<file path="config.mk">
export PLATFORM = sky130hd
export DESIGN_NAME = spm_pin_mux
export DESIGN_NICKNAME = d
export VERILOG_FILES = /design/src/inc/spm_pkg.sv /design/src/design/spm_pin_mux.sv
export SDC_FILE = /design/constraint.sdc
export NUM_CORES = 1
export LEC_CHECK = 0
export BUFFER_PORTS_ARGS = -buffer_cell sky130_fd_sc_hd__buf_4
export CAP_MARGIN = 20
export CORE_MARGIN = 5
export CORE_UTILIZATION = 25
export CTS_CLUSTER_SIZE = 16
export DETAILED_ROUTE_END_ITERATION = 16
export MAX_ROUTING_LAYER = met4
export PLACE_DENSITY = 0.5
export SLEW_MARGIN = 40
export SYNTH_ARGS = -nofsm -noshare
export SYNTH_HDL_FRONTEND = slang
export SYNTH_SLANG_ARGS = --single-unit
</file>
<file path="constraint.sdc">
create_clock -name sys_clk_in -period 2.3 [get_ports sys_clk_in]
set_input_delay 0.46 -clock sys_clk_in [delete_from_list [all_inputs] [get_ports sys_clk_in]]
set_output_delay 0.46 -clock sys_clk_in [all_outputs]
set_load 0.01 [all_outputs]
</file>
<file path="src/inc/spm_pkg.sv">
/*
  Package for the serial port pin multiplexer: register offsets, field
  positions and reset values.
  Assumes a 250 MHz system clock and an APB register bus.
*/
package spm_pkg;
  // register byte addresses
  localparam logic [7:0] SPM_ADDR_PIN_FUNC = 8'h1C;
  localparam logic [7:0] SPM_ADDR_DIR = 8'h24;
  localparam logic [7:0] SPM_ADDR_OPEN_DRAIN = 8'h28;
  localparam logic [7:0] SPM_ADDR_PORT_OUT = 8'h20;
  localparam logic [7:0] SPM_ADDR_CTRL_ONE = 8'hB4;
  localparam logic [7:0] SPM_ADDR_CTRL_TWO = 8'hB0;
  localparam logic [7:0] SPM_ADDR_STATUS = 8'hB8;
  localparam logic [7:0] SPM_ADDR_DATA = 8'hBC;
  localparam logic [7:0] SPM_ADDR_SPI_CTRL = 8'hA0;
  localparam logic [7:0] SPM_ADDR_BAUD_DIV = 8'hC0;
  localparam logic [7:0] SPM_ADDR_PIN_STATE = 8'hC4;
  // reset values
  localparam logic [5:0] SPM_RST_PIN_FUNC = 6'h3C;
  localparam logic [5:0] SPM_RST_DIR = 6'h00;
  localparam logic [6:0] SPM_RST_OPEN_DRAIN = 7'h00;
  localparam logic [15:0] SPM_RST_BAUD_DIV = 16'h0010;
  // field positions
  localparam int SPM_FN_SINGLE_WIRE = 0;
  localparam int SPM_FN_PIN2_LO = 2;
  localparam int SPM_FN_PIN2_HI = 3;
  localparam int SPM_FN_PIN5_LO = 4;
  localparam int SPM_FN_PIN5_HI = 5;
  localparam int SPM_C1_NINE_BIT = 4;
  localparam int SPM_C1_TX_NINTH = 6;
  localparam int SPM_C1_RX_NINTH = 7;
  localparam int SPM_C2_RX_EN = 2;
  localparam int SPM_C2_TX_EN = 3;
  localparam int SPM_C2_RX_IE = 5;
  localparam int SPM_C2_TC_IE = 6;
  localparam int SPM_C2_TX_IE = 7;
  localparam int SPM_SPI_MASTER = 4;
  localparam int SPM_SPI_ENABLE = 6;
  localparam int SPM_NUM_PINS = 6;
endpackage

</file>
<file path="src/design/spm_pin_mux.sv">
/*
  Serial port pin multiplexer with an asynchronous serial data path.
  Six port pins are shared between general I/O, the SPI pins, two
  interrupt lines and the serial transmit/receive pins.
  Assumes an APB master, a single 250 MHz clock, and pins resolved
  outside from the out/oe/pull-up signals.
*/
// Register access over APB and the address map were chosen for this implementation.
// Function
// [RQ1] general I/O direction follows direction bit
// [RQ2] select pin driver: master or direction bit
// [RQ3] unused interrupt/select inputs read high internally
// [RQ4] pins 4,3: I/O or MOSI/SCK
// [RQ5] pin 2 function from control bits 3:2
// [RQ6] SPI input pins have no pull-up
// [RQ7] SPI output pins honour open-drain bit
// [RQ8] open-drain bit: 0 push-pull, 1 open-drain
// [RQ9] two-wire: transmit pin 1, receive pin 0
// [RQ10] single-wire uses only pin 1
// [RQ11] single-wire both enabled loops transmit to receive
// [RQ12] no pull-up on serial receive pin
// [RQ13] transmit pin open-drain or push-pull
// [RQ14] frame: start, eight/nine data, stop
// [RQ15] common format and rate, independent directions
// [RQ16] data read gives receive, write loads transmit
// [RQ17] transmit data moves parallel into shifter
// [RQ18] full receive shifter loads receive data
// [RQ19] ninth bit accessed before data register
// [RQ20] interrupt only when enable set; flags auto-clear
// [RQ21] open-drain drives low, releases for one
module spm_pin_mux
  import spm_pkg::*;
(
  // clock and reset
  input wire logic sys_clk_in,
  input wire logic nrst_in,
  // apb slave
  input wire logic psel_in,
  input wire logic penable_in,
  input wire logic pwrite_in,
  input wire logic [7:0] paddr_in,
  input wire logic [31:0] pwdata_in,
  output logic [31:0] prdata_out,
  output logic pready_out,
  output logic pslverr_out,
  // port pins
  input wire logic [5:0] pin_in,
  output logic [5:0] pin_out,
  output logic [5:0] pin_oe_out,
  output logic [5:0] pin_pullup_out,
  // spi engine side
  input wire logic spi_mosi_in,
  input wire logic spi_sck_in,
  input wire logic spi_miso_in,
  output logic spi_mosi_out,
  output logic spi_sck_out,
  output logic spi_miso_out,
  output logic spi_ss_n_out,
  // interrupt lines towards the cpu
  output logic irq_n_out,
  output logic nmi_n_out,
  output logic serial_irq_out
);
  logic [5:0] pin_func_q;
  logic [5:0] port_direction_reg_q;
  logic [6:0] port_open_drain_select_q;
  logic [5:0] port_out_q;
  logic master_select_q, serial_periph_enable_q;
  logic nine_bit_q, tx_ninth_bit_q, rx_ninth_bit_q;
  logic [7:0] ctrl_two_q;
  logic [15:0] baud_div_q;
  logic [7:0] tx_data_q, rx_data_q;
  logic tdre_q, tc_q, rdrf_q, ovr_q;
  logic status_read_q;
  logic [5:0] func_oe, func_out, use_func;
  logic tx_enable, rx_enable, single_wire;
  logic tx_line, rx_line;
  logic wr_en, rd_en;

  assign tx_enable = ctrl_two_q[SPM_C2_TX_EN];
  assign rx_enable = ctrl_two_q[SPM_C2_RX_EN];
  assign single_wire = pin_func_q[SPM_FN_SINGLE_WIRE];
  assign wr_en = psel_in & penable_in & pwrite_in;
  assign rd_en = psel_in & penable_in & ~pwrite_in;
  assign pready_out = 1'b1;
  assign pslverr_out = 1'b0;

  // function selection per pin
  always_comb begin
    use_func = 6'h00;
    func_oe = 6'h00;
    func_out = 6'h00;
    pin_pullup_out = 6'h00;
    // pin 5: select / interrupt / io
    if (pin_func_q[SPM_FN_PIN5_HI] && !pin_func_q[SPM_FN_PIN5_LO]) begin
      use_func[5] = 1'b1;
      pin_pullup_out[5] = 1'b1;
    end else if (pin_func_q[SPM_FN_PIN5_HI] && serial_periph_enable_q) begin
      use_func[5] = 1'b1;
      func_oe[5] = master_select_q | port_direction_reg_q[5]; // [RQ2]
      func_out[5] = port_out_q[5];
    end
    // pins 4,3: mosi and sck
    if (serial_periph_enable_q) begin
      use_func[4] = 1'b1;
      use_func[3] = 1'b1;
      func_oe[4] = master_select_q | port_direction_reg_q[4]; // [RQ4]
      func_oe[3] = master_select_q | port_direction_reg_q[3]; // [RQ4]
      func_out[4] = spi_mosi_in;
      func_out[3] = spi_sck_in;
    end
    // pin 2: nmi / miso / io
    if (pin_func_q[SPM_FN_PIN2_HI] && !pin_func_q[SPM_FN_PIN2_LO]) begin
      use_func[2] = 1'b1; // [RQ5]
      pin_pullup_out[2] = 1'b1;
    end else if (pin_func_q[SPM_FN_PIN2_HI] && serial_periph_enable_q) begin
      use_func[2] = 1'b1; // [RQ5]
      func_oe[2] = master_select_q | port_direction_reg_q[2];
      func_out[2] = spi_miso_in;
    end
    // pin 1: transmit and, in single-wire mode, receive
    if (tx_enable || (single_wire && rx_enable)) begin
      use_func[1] = 1'b1; // [RQ9] [RQ10]
      func_oe[1] = tx_enable;
      func_out[1] = tx_line;
    end
    // pin 0: receive only in two-wire mode
    if (!single_wire && rx_enable) begin
      use_func[0] = 1'b1; // [RQ9] [RQ12]
    end
    // general io pins get pull-up from direction bit; [RQ6] [RQ12]
    for (int i = 0; i < SPM_NUM_PINS; i++) begin
      if (!use_func[i]) begin
        pin_pullup_out[i] = port_direction_reg_q[i];
        func_oe[i] = port_direction_reg_q[i]; // [RQ1]
        func_out[i] = port_out_q[i];
      end
    end
  end

  // driver type per pin
  genvar g;
  generate
    for (g = 0; g < SPM_NUM_PINS; g++) begin : g_drv
      // open-drain pulls low for zero, releases for one [RQ21]
      always_comb begin
        if (port_open_drain_select_q[g]) begin // [RQ7] [RQ8] [RQ13]
          pin_out[g] = 1'b0;
          pin_oe_out[g] = func_oe[g] & ~func_out[g];
        end else begin
          pin_out[g] = func_out[g];
          pin_oe_out[g] = func_oe[g];
        end
      end
    end
  endgenerate

  // unused inputs read high internally; the pin itself is untouched
  assign irq_n_out = (pin_func_q[5:4] == 2'b10) ? pin_in[5] : 1'b1; // [RQ3]
  assign nmi_n_out = (pin_func_q[3:2] == 2'b10) ? pin_in[2] : 1'b1; // [RQ3]
  assign spi_ss_n_out = (use_func[5] && func_oe[5] == 1'b0 &&
                         pin_func_q[5:4] == 2'b11) ? pin_in[5] : 1'b1;
  assign spi_mosi_out = serial_periph_enable_q ? pin_in[4] : 1'b1;
  assign spi_sck_out = serial_periph_enable_q ? pin_in[3] : 1'b1;
  assign spi_miso_out = (serial_periph_enable_q && pin_func_q[3:2] == 2'b11)
                        ? pin_in[2] : 1'b1; // [RQ3]
  // single-wire with both enabled ties transmit onto receive [RQ11]
  assign rx_line = !rx_enable ? 1'b1 :
                   (single_wire && tx_enable) ? tx_line :
                   single_wire ? pin_in[1] : pin_in[0];

  // register writes
  always_ff @(posedge sys_clk_in) begin
    if (!nrst_in) begin
      pin_func_q <= SPM_RST_PIN_FUNC;
      port_direction_reg_q <= SPM_RST_DIR;
      port_open_drain_select_q <= SPM_RST_OPEN_DRAIN;
      port_out_q <= 6'h00;
      master_select_q <= 1'b0;
      serial_periph_enable_q <= 1'b0;
      nine_bit_q <= 1'b0;
      tx_ninth_bit_q <= 1'b0;
      ctrl_two_q <= 8'h00;
      baud_div_q <= SPM_RST_BAUD_DIV;
    end else if (wr_en) begin
      case (paddr_in)
        SPM_ADDR_PIN_FUNC: pin_func_q <= pwdata_in[5:0] & 6'h3D;
        SPM_ADDR_DIR: port_direction_reg_q <= pwdata_in[5:0];
        SPM_ADDR_OPEN_DRAIN: port_open_drain_select_q <= pwdata_in[6:0];
        SPM_ADDR_PORT_OUT: port_out_q <= pwdata_in[5:0];
        SPM_ADDR_SPI_CTRL: begin
          master_select_q <= pwdata_in[SPM_SPI_MASTER];
          serial_periph_enable_q <= pwdata_in[SPM_SPI_ENABLE];
        end
        SPM_ADDR_CTRL_ONE: begin
          nine_bit_q <= pwdata_in[SPM_C1_NINE_BIT];
          tx_ninth_bit_q <= pwdata_in[SPM_C1_TX_NINTH];
        end
        SPM_ADDR_CTRL_TWO: ctrl_two_q <= pwdata_in[7:0];
        SPM_ADDR_BAUD_DIV: baud_div_q <= pwdata_in[15:0];
        default: ;
      endcase
    end
  end

  // transmitter: one start, 8/9 data, one stop, shared rate [RQ14] [RQ15]
  typedef enum logic [1:0] {SPM_IDLE, SPM_SHIFT} spm_state_e;
  spm_state_e tx_st_q, rx_st_q;
  logic [15:0] tx_cnt_q, rx_cnt_q;
  logic [10:0] tx_sh_q;
  logic [3:0] tx_bits_q, rx_bits_q;
  logic [8:0] rx_sh_q;
  logic tx_tick, rx_mid, rx_tick, data_wr, data_rd, rx_done;

  assign data_wr = wr_en && paddr_in == SPM_ADDR_DATA;
  assign data_rd = rd_en && paddr_in == SPM_ADDR_DATA;
  assign tx_tick = tx_cnt_q == 16'h0000;
  assign rx_tick = rx_cnt_q == 16'h0000;
  assign rx_mid = rx_cnt_q == {1'b0, baud_div_q[15:1]};
  assign tx_line = (tx_st_q == SPM_SHIFT) ? tx_sh_q[0] : 1'b1; // [RQ17]

  always_ff @(posedge sys_clk_in) begin
    if (!nrst_in) begin
      tx_st_q <= SPM_IDLE;
      tx_cnt_q <= 16'h0000;
      tx_sh_q <= 11'h7FF;
      tx_bits_q <= 4'h0;
    end else begin
      case (tx_st_q)
        SPM_IDLE: begin
          if (tx_enable && !tdre_q) begin
            // parallel load, ninth bit taken as already written [RQ17] [RQ19]
            tx_sh_q <= nine_bit_q ? {1'b1, tx_ninth_bit_q, tx_data_q, 1'b0}
                                  : {2'b11, tx_data_q, 1'b0};
            tx_bits_q <= nine_bit_q ? 4'hB : 4'hA;
            tx_cnt_q <= baud_div_q;
            tx_st_q <= SPM_SHIFT;
          end
        end
        SPM_SHIFT: begin
          if (tx_tick) begin
            tx_cnt_q <= baud_div_q;
            tx_sh_q <= {1'b1, tx_sh_q[10:1]};
            tx_bits_q <= tx_bits_q - 4'h1;
            if (tx_bits_q == 4'h1) tx_st_q <= SPM_IDLE;
          end else begin
            tx_cnt_q <= tx_cnt_q - 16'h0001;
          end
        end
        default: tx_st_q <= SPM_IDLE;
      endcase
    end
  end

  // receiver: sample at bit middle, load data register when full [RQ18]
  always_ff @(posedge sys_clk_in) begin
    if (!nrst_in) begin
      rx_st_q <= SPM_IDLE;
      rx_cnt_q <= 16'h0000;
      rx_sh_q <= 9'h000;
      rx_bits_q <= 4'h0;
    end else begin
      case (rx_st_q)
        SPM_IDLE: begin
          if (!rx_line) begin
            rx_cnt_q <= baud_div_q;
            rx_bits_q <= nine_bit_q ? 4'hA : 4'h9;
            rx_st_q <= SPM_SHIFT;
          end
        end
        SPM_SHIFT: begin
          rx_cnt_q <= rx_tick ? baud_div_q : rx_cnt_q - 16'h0001;
          if (rx_mid) begin
            rx_bits_q <= rx_bits_q - 4'h1;
            if (rx_bits_q == 4'h0) rx_st_q <= SPM_IDLE;
            else if (rx_bits_q != (nine_bit_q ? 4'hA : 4'h9))
              rx_sh_q <= nine_bit_q ? {rx_line, rx_sh_q[8:1]}
                                    : {1'b0, rx_line, rx_sh_q[7:1]};
          end
        end
        default: rx_st_q <= SPM_IDLE;
      endcase
    end
  end
  assign rx_done = rx_st_q == SPM_SHIFT && rx_mid && rx_bits_q == 4'h0;

  // data register and flags; hardware set wins over the clear
  always_ff @(posedge sys_clk_in) begin
    if (!nrst_in) begin
      tx_data_q <= 8'h00;
      rx_data_q <= 8'h00;
      rx_ninth_bit_q <= 1'b0;
      tdre_q <= 1'b1;
      tc_q <= 1'b1;
      rdrf_q <= 1'b0;
      ovr_q <= 1'b0;
      status_read_q <= 1'b0;
    end else begin
      if (data_wr) tx_data_q <= pwdata_in[7:0]; // [RQ16]
      if (tx_st_q == SPM_IDLE && tx_enable && !tdre_q) tdre_q <= 1'b1;
      else if (data_wr && status_read_q) tdre_q <= 1'b0; // [RQ20]
      if (tx_st_q == SPM_SHIFT && tx_tick && tx_bits_q == 4'h1) tc_q <= 1'b1;
      else if (data_wr && status_read_q) tc_q <= 1'b0; // [RQ20]
      if (rx_done) begin
        rx_data_q <= rx_sh_q[7:0]; // [RQ18]
        rx_ninth_bit_q <= nine_bit_q ? rx_sh_q[8] : rx_ninth_bit_q;
        rdrf_q <= 1'b1;
        if (rdrf_q) ovr_q <= 1'b1;
      end else if (data_rd && status_read_q) begin
        rdrf_q <= 1'b0; // [RQ20]
        ovr_q <= 1'b0;
      end
      if (rd_en && paddr_in == SPM_ADDR_STATUS) status_read_q <= 1'b1;
      else if (data_rd || data_wr) status_read_q <= 1'b0;
    end
  end

  // interrupt only from enabled flags [RQ20]
  assign serial_irq_out = (tdre_q & ctrl_two_q[SPM_C2_TX_IE]) |
                          (tc_q & ctrl_two_q[SPM_C2_TC_IE]) |
                          ((rdrf_q | ovr_q) & ctrl_two_q[SPM_C2_RX_IE]);

  // read data from flip-flops; unmapped addresses read zero
  always_ff @(posedge sys_clk_in) begin
    if (!nrst_in) begin
      prdata_out <= 32'h0000_0000;
    end else if (psel_in && !penable_in && !pwrite_in) begin
      case (paddr_in)
        SPM_ADDR_PIN_FUNC: prdata_out <= {26'h0, pin_func_q};
        SPM_ADDR_DIR: prdata_out <= {26'h0, port_direction_reg_q};
        SPM_ADDR_OPEN_DRAIN: prdata_out <= {25'h0, port_open_drain_select_q};
        SPM_ADDR_PORT_OUT: prdata_out <= {26'h0, port_out_q};
        SPM_ADDR_SPI_CTRL:
          prdata_out <= {25'h0, serial_periph_enable_q, 1'b0,
                         master_select_q, 4'h0};
        SPM_ADDR_CTRL_ONE:
          prdata_out <= {24'h0, rx_ninth_bit_q, tx_ninth_bit_q, 1'b0,
                         nine_bit_q, 4'h0};
        SPM_ADDR_CTRL_TWO: prdata_out <= {24'h0, ctrl_two_q};
        SPM_ADDR_STATUS:
          prdata_out <= {24'h0, tdre_q, tc_q, rdrf_q, 1'b0, ovr_q, 3'h0};
        SPM_ADDR_DATA: prdata_out <= {24'h0, rx_data_q}; // [RQ16]
        SPM_ADDR_BAUD_DIV: prdata_out <= {16'h0, baud_div_q};
        SPM_ADDR_PIN_STATE: prdata_out <= {26'h0, pin_in};
        default: prdata_out <= 32'h0000_0000;
      endcase
    end
  end

  // assertions
  a_gpio_dir_oe: assert property (@(posedge sys_clk_in) // [RQ1]
    disable iff (!nrst_in) !use_func[0] && !port_open_drain_select_q[0]
      |-> pin_oe_out[0] == port_direction_reg_q[0])
    else $error("gpio oe mismatch");
  a_ss_oe: assert property (@(posedge sys_clk_in) // [RQ2]
    disable iff (!nrst_in) serial_periph_enable_q && pin_func_q[5:4] == 2'b11
      && master_select_q && !port_open_drain_select_q[5] |-> pin_oe_out[5])
    else $error("select pin not driven");
  a_nmi_high: assert property (@(posedge sys_clk_in) // [RQ3]
    disable iff (!nrst_in) pin_func_q[3:2] != 2'b10 |-> nmi_n_out)
    else $error("unused nmi not high");
  a_spi_pullup: assert property (@(posedge sys_clk_in) // [RQ6]
    disable iff (!nrst_in)
    serial_periph_enable_q |-> !pin_pullup_out[4] && !pin_pullup_out[3])
    else $error("spi pin has pull-up");
  a_nmi_pin2: assert property (@(posedge sys_clk_in) // [RQ5]
    disable iff (!nrst_in)
    pin_func_q[3:2] == 2'b10 |-> pin_pullup_out[2] && !pin_oe_out[2])
    else $error("nmi pin config wrong");
  a_od_high: assert property (@(posedge sys_clk_in) // [RQ21]
    disable iff (!nrst_in) port_open_drain_select_q[1] |-> !pin_out[1])
    else $error("open drain drives high");
  a_rx_nopull: assert property (@(posedge sys_clk_in) // [RQ12]
    disable iff (!nrst_in) rx_enable && !single_wire |-> !pin_pullup_out[0])
    else $error("receive pin pulled up");
  a_loopback: assert property (@(posedge sys_clk_in) // [RQ11]
    disable iff (!nrst_in) single_wire && rx_enable && tx_enable
      |-> rx_line == tx_line)
    else $error("loopback broken");
  a_irq_gate: assert property (@(posedge sys_clk_in) // [RQ20]
    disable iff (!nrst_in) ctrl_two_q[7:5] == 3'b000 |-> !serial_irq_out)
    else $error("irq without enable");
  a_rx_load: assert property (@(posedge sys_clk_in) // [RQ18]
    disable iff (!nrst_in)
    rx_done |=> rdrf_q && rx_data_q == $past(rx_sh_q[7:0]))
    else $error("receive load failed");
endmodule

</file>
==> impl_metrics.csv <==
group,metric,value,unit
status,status,"finished clean",
layout,drive_above_1_share,20.0,%
synthesis,ys_async_sr_fraction,0,%
worst_setup_path,slowest_stage,"dfxtp_1",
clocking,cts_max_level,4,
place,place_ws,0.154,ns
timing,fin_crit_sh,96.4,%
timing,setup_viol,0,
layout,fillers,3325,
layout,synthToLayoutAreaGrowth,24.5,%
run,cap_violations,0,
synthesis,synth.distinct_cells,79,
synthesis,synth_edf_count,0,
timing,relSlewSlack,59.2,%
worst_setup_path,cp-startpoint,"pin_func_q[0]$_SDFFE_PN0P_",
worst_setup_path,cp-end-kind,"output pin",
synthesis,netlist_instances,978,
place,place_congestion,0.901,
die,die_w,189,um
clocking,clk_pin_slew_worst_paths,0.06,ns
place,hpwlAfterDp,20200,um
synthesis,synth_area,7970,um^2
layout,fin_nets,1138,
hold_path,min_to,"baud_div_q[13]$_SDFFE_PN0P_",
clocking,cts.sinks,151,
power_and_ir_drop,ir_drop,0.499,mV
route,met3_wirelength,1340,um
worst_setup_path,r2r_cells,9,
clocking,cts_tree,"yes",
layout,regArea,3030,um^2
worst_setup_path,slowest_delay,0.37,ns
die,design.core.area,31600,um^2
route,drt_iter0_drc,670,
worst_setup_path,r2r_slack,0.16,ns
timing,hold_violations,0,
route,dr.pass1.iters,7,
worst_setup_path,path_cells,"a21oi_2 > mux2_2 > a2bb2oi_1 > buf_4",
route,route.vias.total,7572,
synthesis,avgSynthCellArea,8.15,um^2
synthesis,yosysWarnings,0,
clocking,post_cts_buffers,0,
layout,diodes,0,
die,fp-row-count,65,
power_and_ir_drop,cellPowerDensity,593,nW/um^2
clocking,numCtsBuffers,17,
die,pin_count,113,
timing,worst_pin_slew,0.611,ns
place,io_buffers,78,
worst_setup_path,cp.arrival,1.76,ns
timing,min_period,2.22,ns
route,drc,0,
synthesis,synth_seq_cells,151,
timing,whs,0.288,ns
timing,timing.fmax,0.451,GHz
route,routed_wirelength,27300,um
global_route,grt.total_usage,15.5,%
route,route.met2.wl,12200,um
clocking,insertion_delay,0.43,ns
route,vias_per_cell,5.08,
clocking,root_buffer,"clkbuf_16",
worst_setup_path,critPathMaxFanout,6,
layout,final_common_cell,"buf_4",
worst_setup_path,path_class,"reg -> out",
global_route,grt_pass1_vias,7367,
global_route,antenna_found_initial,0,
timing,fin_ws,0.0830,ns
global_route,grt_start_max_net_pins,61,
route,antenna_left,0,
route,wl_met1,13400,um
global_route,grt-ovfl-total,0,
die,initial_core_util,25.3,%
route,highest_layer,"met4",
synthesis,ys_seq_area_share,37.9,%
place,dpl_cell_area,9290,um^2
layout,multi_input_area,4530,um^2
power_and_ir_drop,leakagePower,3.75,nW
die,die_h,189,um
hold_path,holdCritStartpoint,"pwdata_in[13]",
route,wire_per_inst,18.3,um
timing,final-max-slew-violation-count,0,
worst_setup_path,reg2reg_to,"rx_cnt_q[12]$_SDFFE_PN0P_",
die,dieArea,35600,um^2
hold_path,min_delay_path_depth,3,
synthesis,synth_top_flop_cell,"dfxtp_1",
timing,fin_skew,0.0107,ns
clocking,clk_path_buf_depth,2,
layout,layout_common_cells,"buf_4 (150), dfxtp_1 (149), nor2_1 (90)",
layout,design_area,9920,um^2
timing,setup_tns,0,ns
worst_setup_path,cp-start-kind,"flip-flop",
worst_setup_path,crit_required,1.84,ns
worst_setup_path,reg2reg_from,"rx_cnt_q[0]$_SDFFE_PN0P_",
global_route,grt_pass1_wl,42700,um
hold_path,hold_class,"in -> reg",
==> cells by family after synthesis <==
kind of cell / Yosys count / synth area share [%]
AO/OA/AOI/OAI: 277 / 22.5
XOR/XNOR: 22 / 2.42
adder cells (fa/ha/maj): 7 / 1.10
buffers and inverters: 105 / 6.25
flip-flops: 151 / 37.9
multiplexers: 41 / 5.40
other: 2 / 0.0942
AND/OR/NAND/NOR: 373 / 24.3
==> how the worst max path moves through the flow <==
stage	cells past startpoint	end	slack [ns]
after floorplan	7	ctrl_two_q[0]$_SDFFE_PN0P_	0.22
after global placement	6	prdata_out[2]$_SDFFE_PN0P_	0.18
after detailed placement	6	prdata_out[1]$_SDFFE_PN0P_	0.15
after CTS	4	pin_oe_out[2]	0.04
after global routing	8	rx_cnt_q[3]$_SDFFE_PN0P_	-0.0001
final	4	pin_oe_out[1]	0.08
==> stage by stage <==
| step | total power, mW | cells | util [%] |
|---|---|---|---|
| 2_1_floorplan | 2.82 | 994 | - |
| 3_3_place_gp | 2.93 | 1460 | 29.4 |
| 3_5_place_dp | 2.93 | 1460 | 29.4 |
| 4_1_cts | 5.92 | 1492 | 31.4 |
| 5_1_grt | 6.06 | 1492 | 31.4 |
| 6_report | 5.88 | 1492 | 31.4 |
==> metal layers <==
layer / vias up / global-route usage [%]
li1: 3722 / -
met1: 3602 / 21.6
met2: 220 / 23.8
met3: 28 / 2.24
met4: 0 / 3.45
met5: - / -
==> cell usage after synthesis (all sizes together), types with 9 or more instances <==
library cell	count	share of area [%]
a211oi	20	1.9
o21ai	64	4.0
nor4	12	1.3
a22oi	20	1.9
clkbuf	56	2.6
a221oi	11	1.2
nor2b	24	1.9
and3	9	0.72
nand3	62	3.9
nand2	89	4.2
a21oi	86	5.4
xnor2	20	2.2
nand4	11	0.86
dfxtp	151	38
a31oi	15	1.2
mux2i	34	4.3
inv	16	0.75
nor2	90	4.2
nor3	15	0.94
nand2b	10	0.78
buf	33	2.9
==> flip-flops by register name, indices dropped and copies added (netlist names), 6 cells and up <==
register,count
tx_data_q,8
baud_div_q,16
ctrl_two_q,8
tx_sh_q,10
tx_cnt_q,16
rx_cnt_q,16
port_open_drain_select_q,7
port_direction_reg_q,6
port_out_q,6
rx_sh_q,9
prdata_out,16
rx_data_q,8
==> power breakdown <==
part,switching (mW),internal [mW],total (mW)
sequential,0.000567,2.61,2.61
combinational,0.175,0.0858,0.261
clock,1.22,1.79,3.01
total,1.40,4.49,5.88
==> critical path, delay by kind of cell (launching register included) <==
kind                   cells  cell delay [ns]
AO/OA/AOI/OAI              2             0.44
flip-flops                 1             0.37
multiplexers               1             0.37
buffers and inverters      1             0.15
==> layout make-up <==
cell class	instances	share of cell area (%)
inverter	16	0.618
clock buffer	20	4.60
sequential	151	30.5
clock inverter	12	1.66
tap	402	5.07
timing repair buffer	153	11.9
multi-input combinational	738	45.7
==> what timing repair did <==
action / 4_1_cts / 5_1_grt
hold buffers: 0 / 0
resized for setup: 2 / 3
setup endpoints to repair: 2 / 3
(Power assumes the default switching activity.)
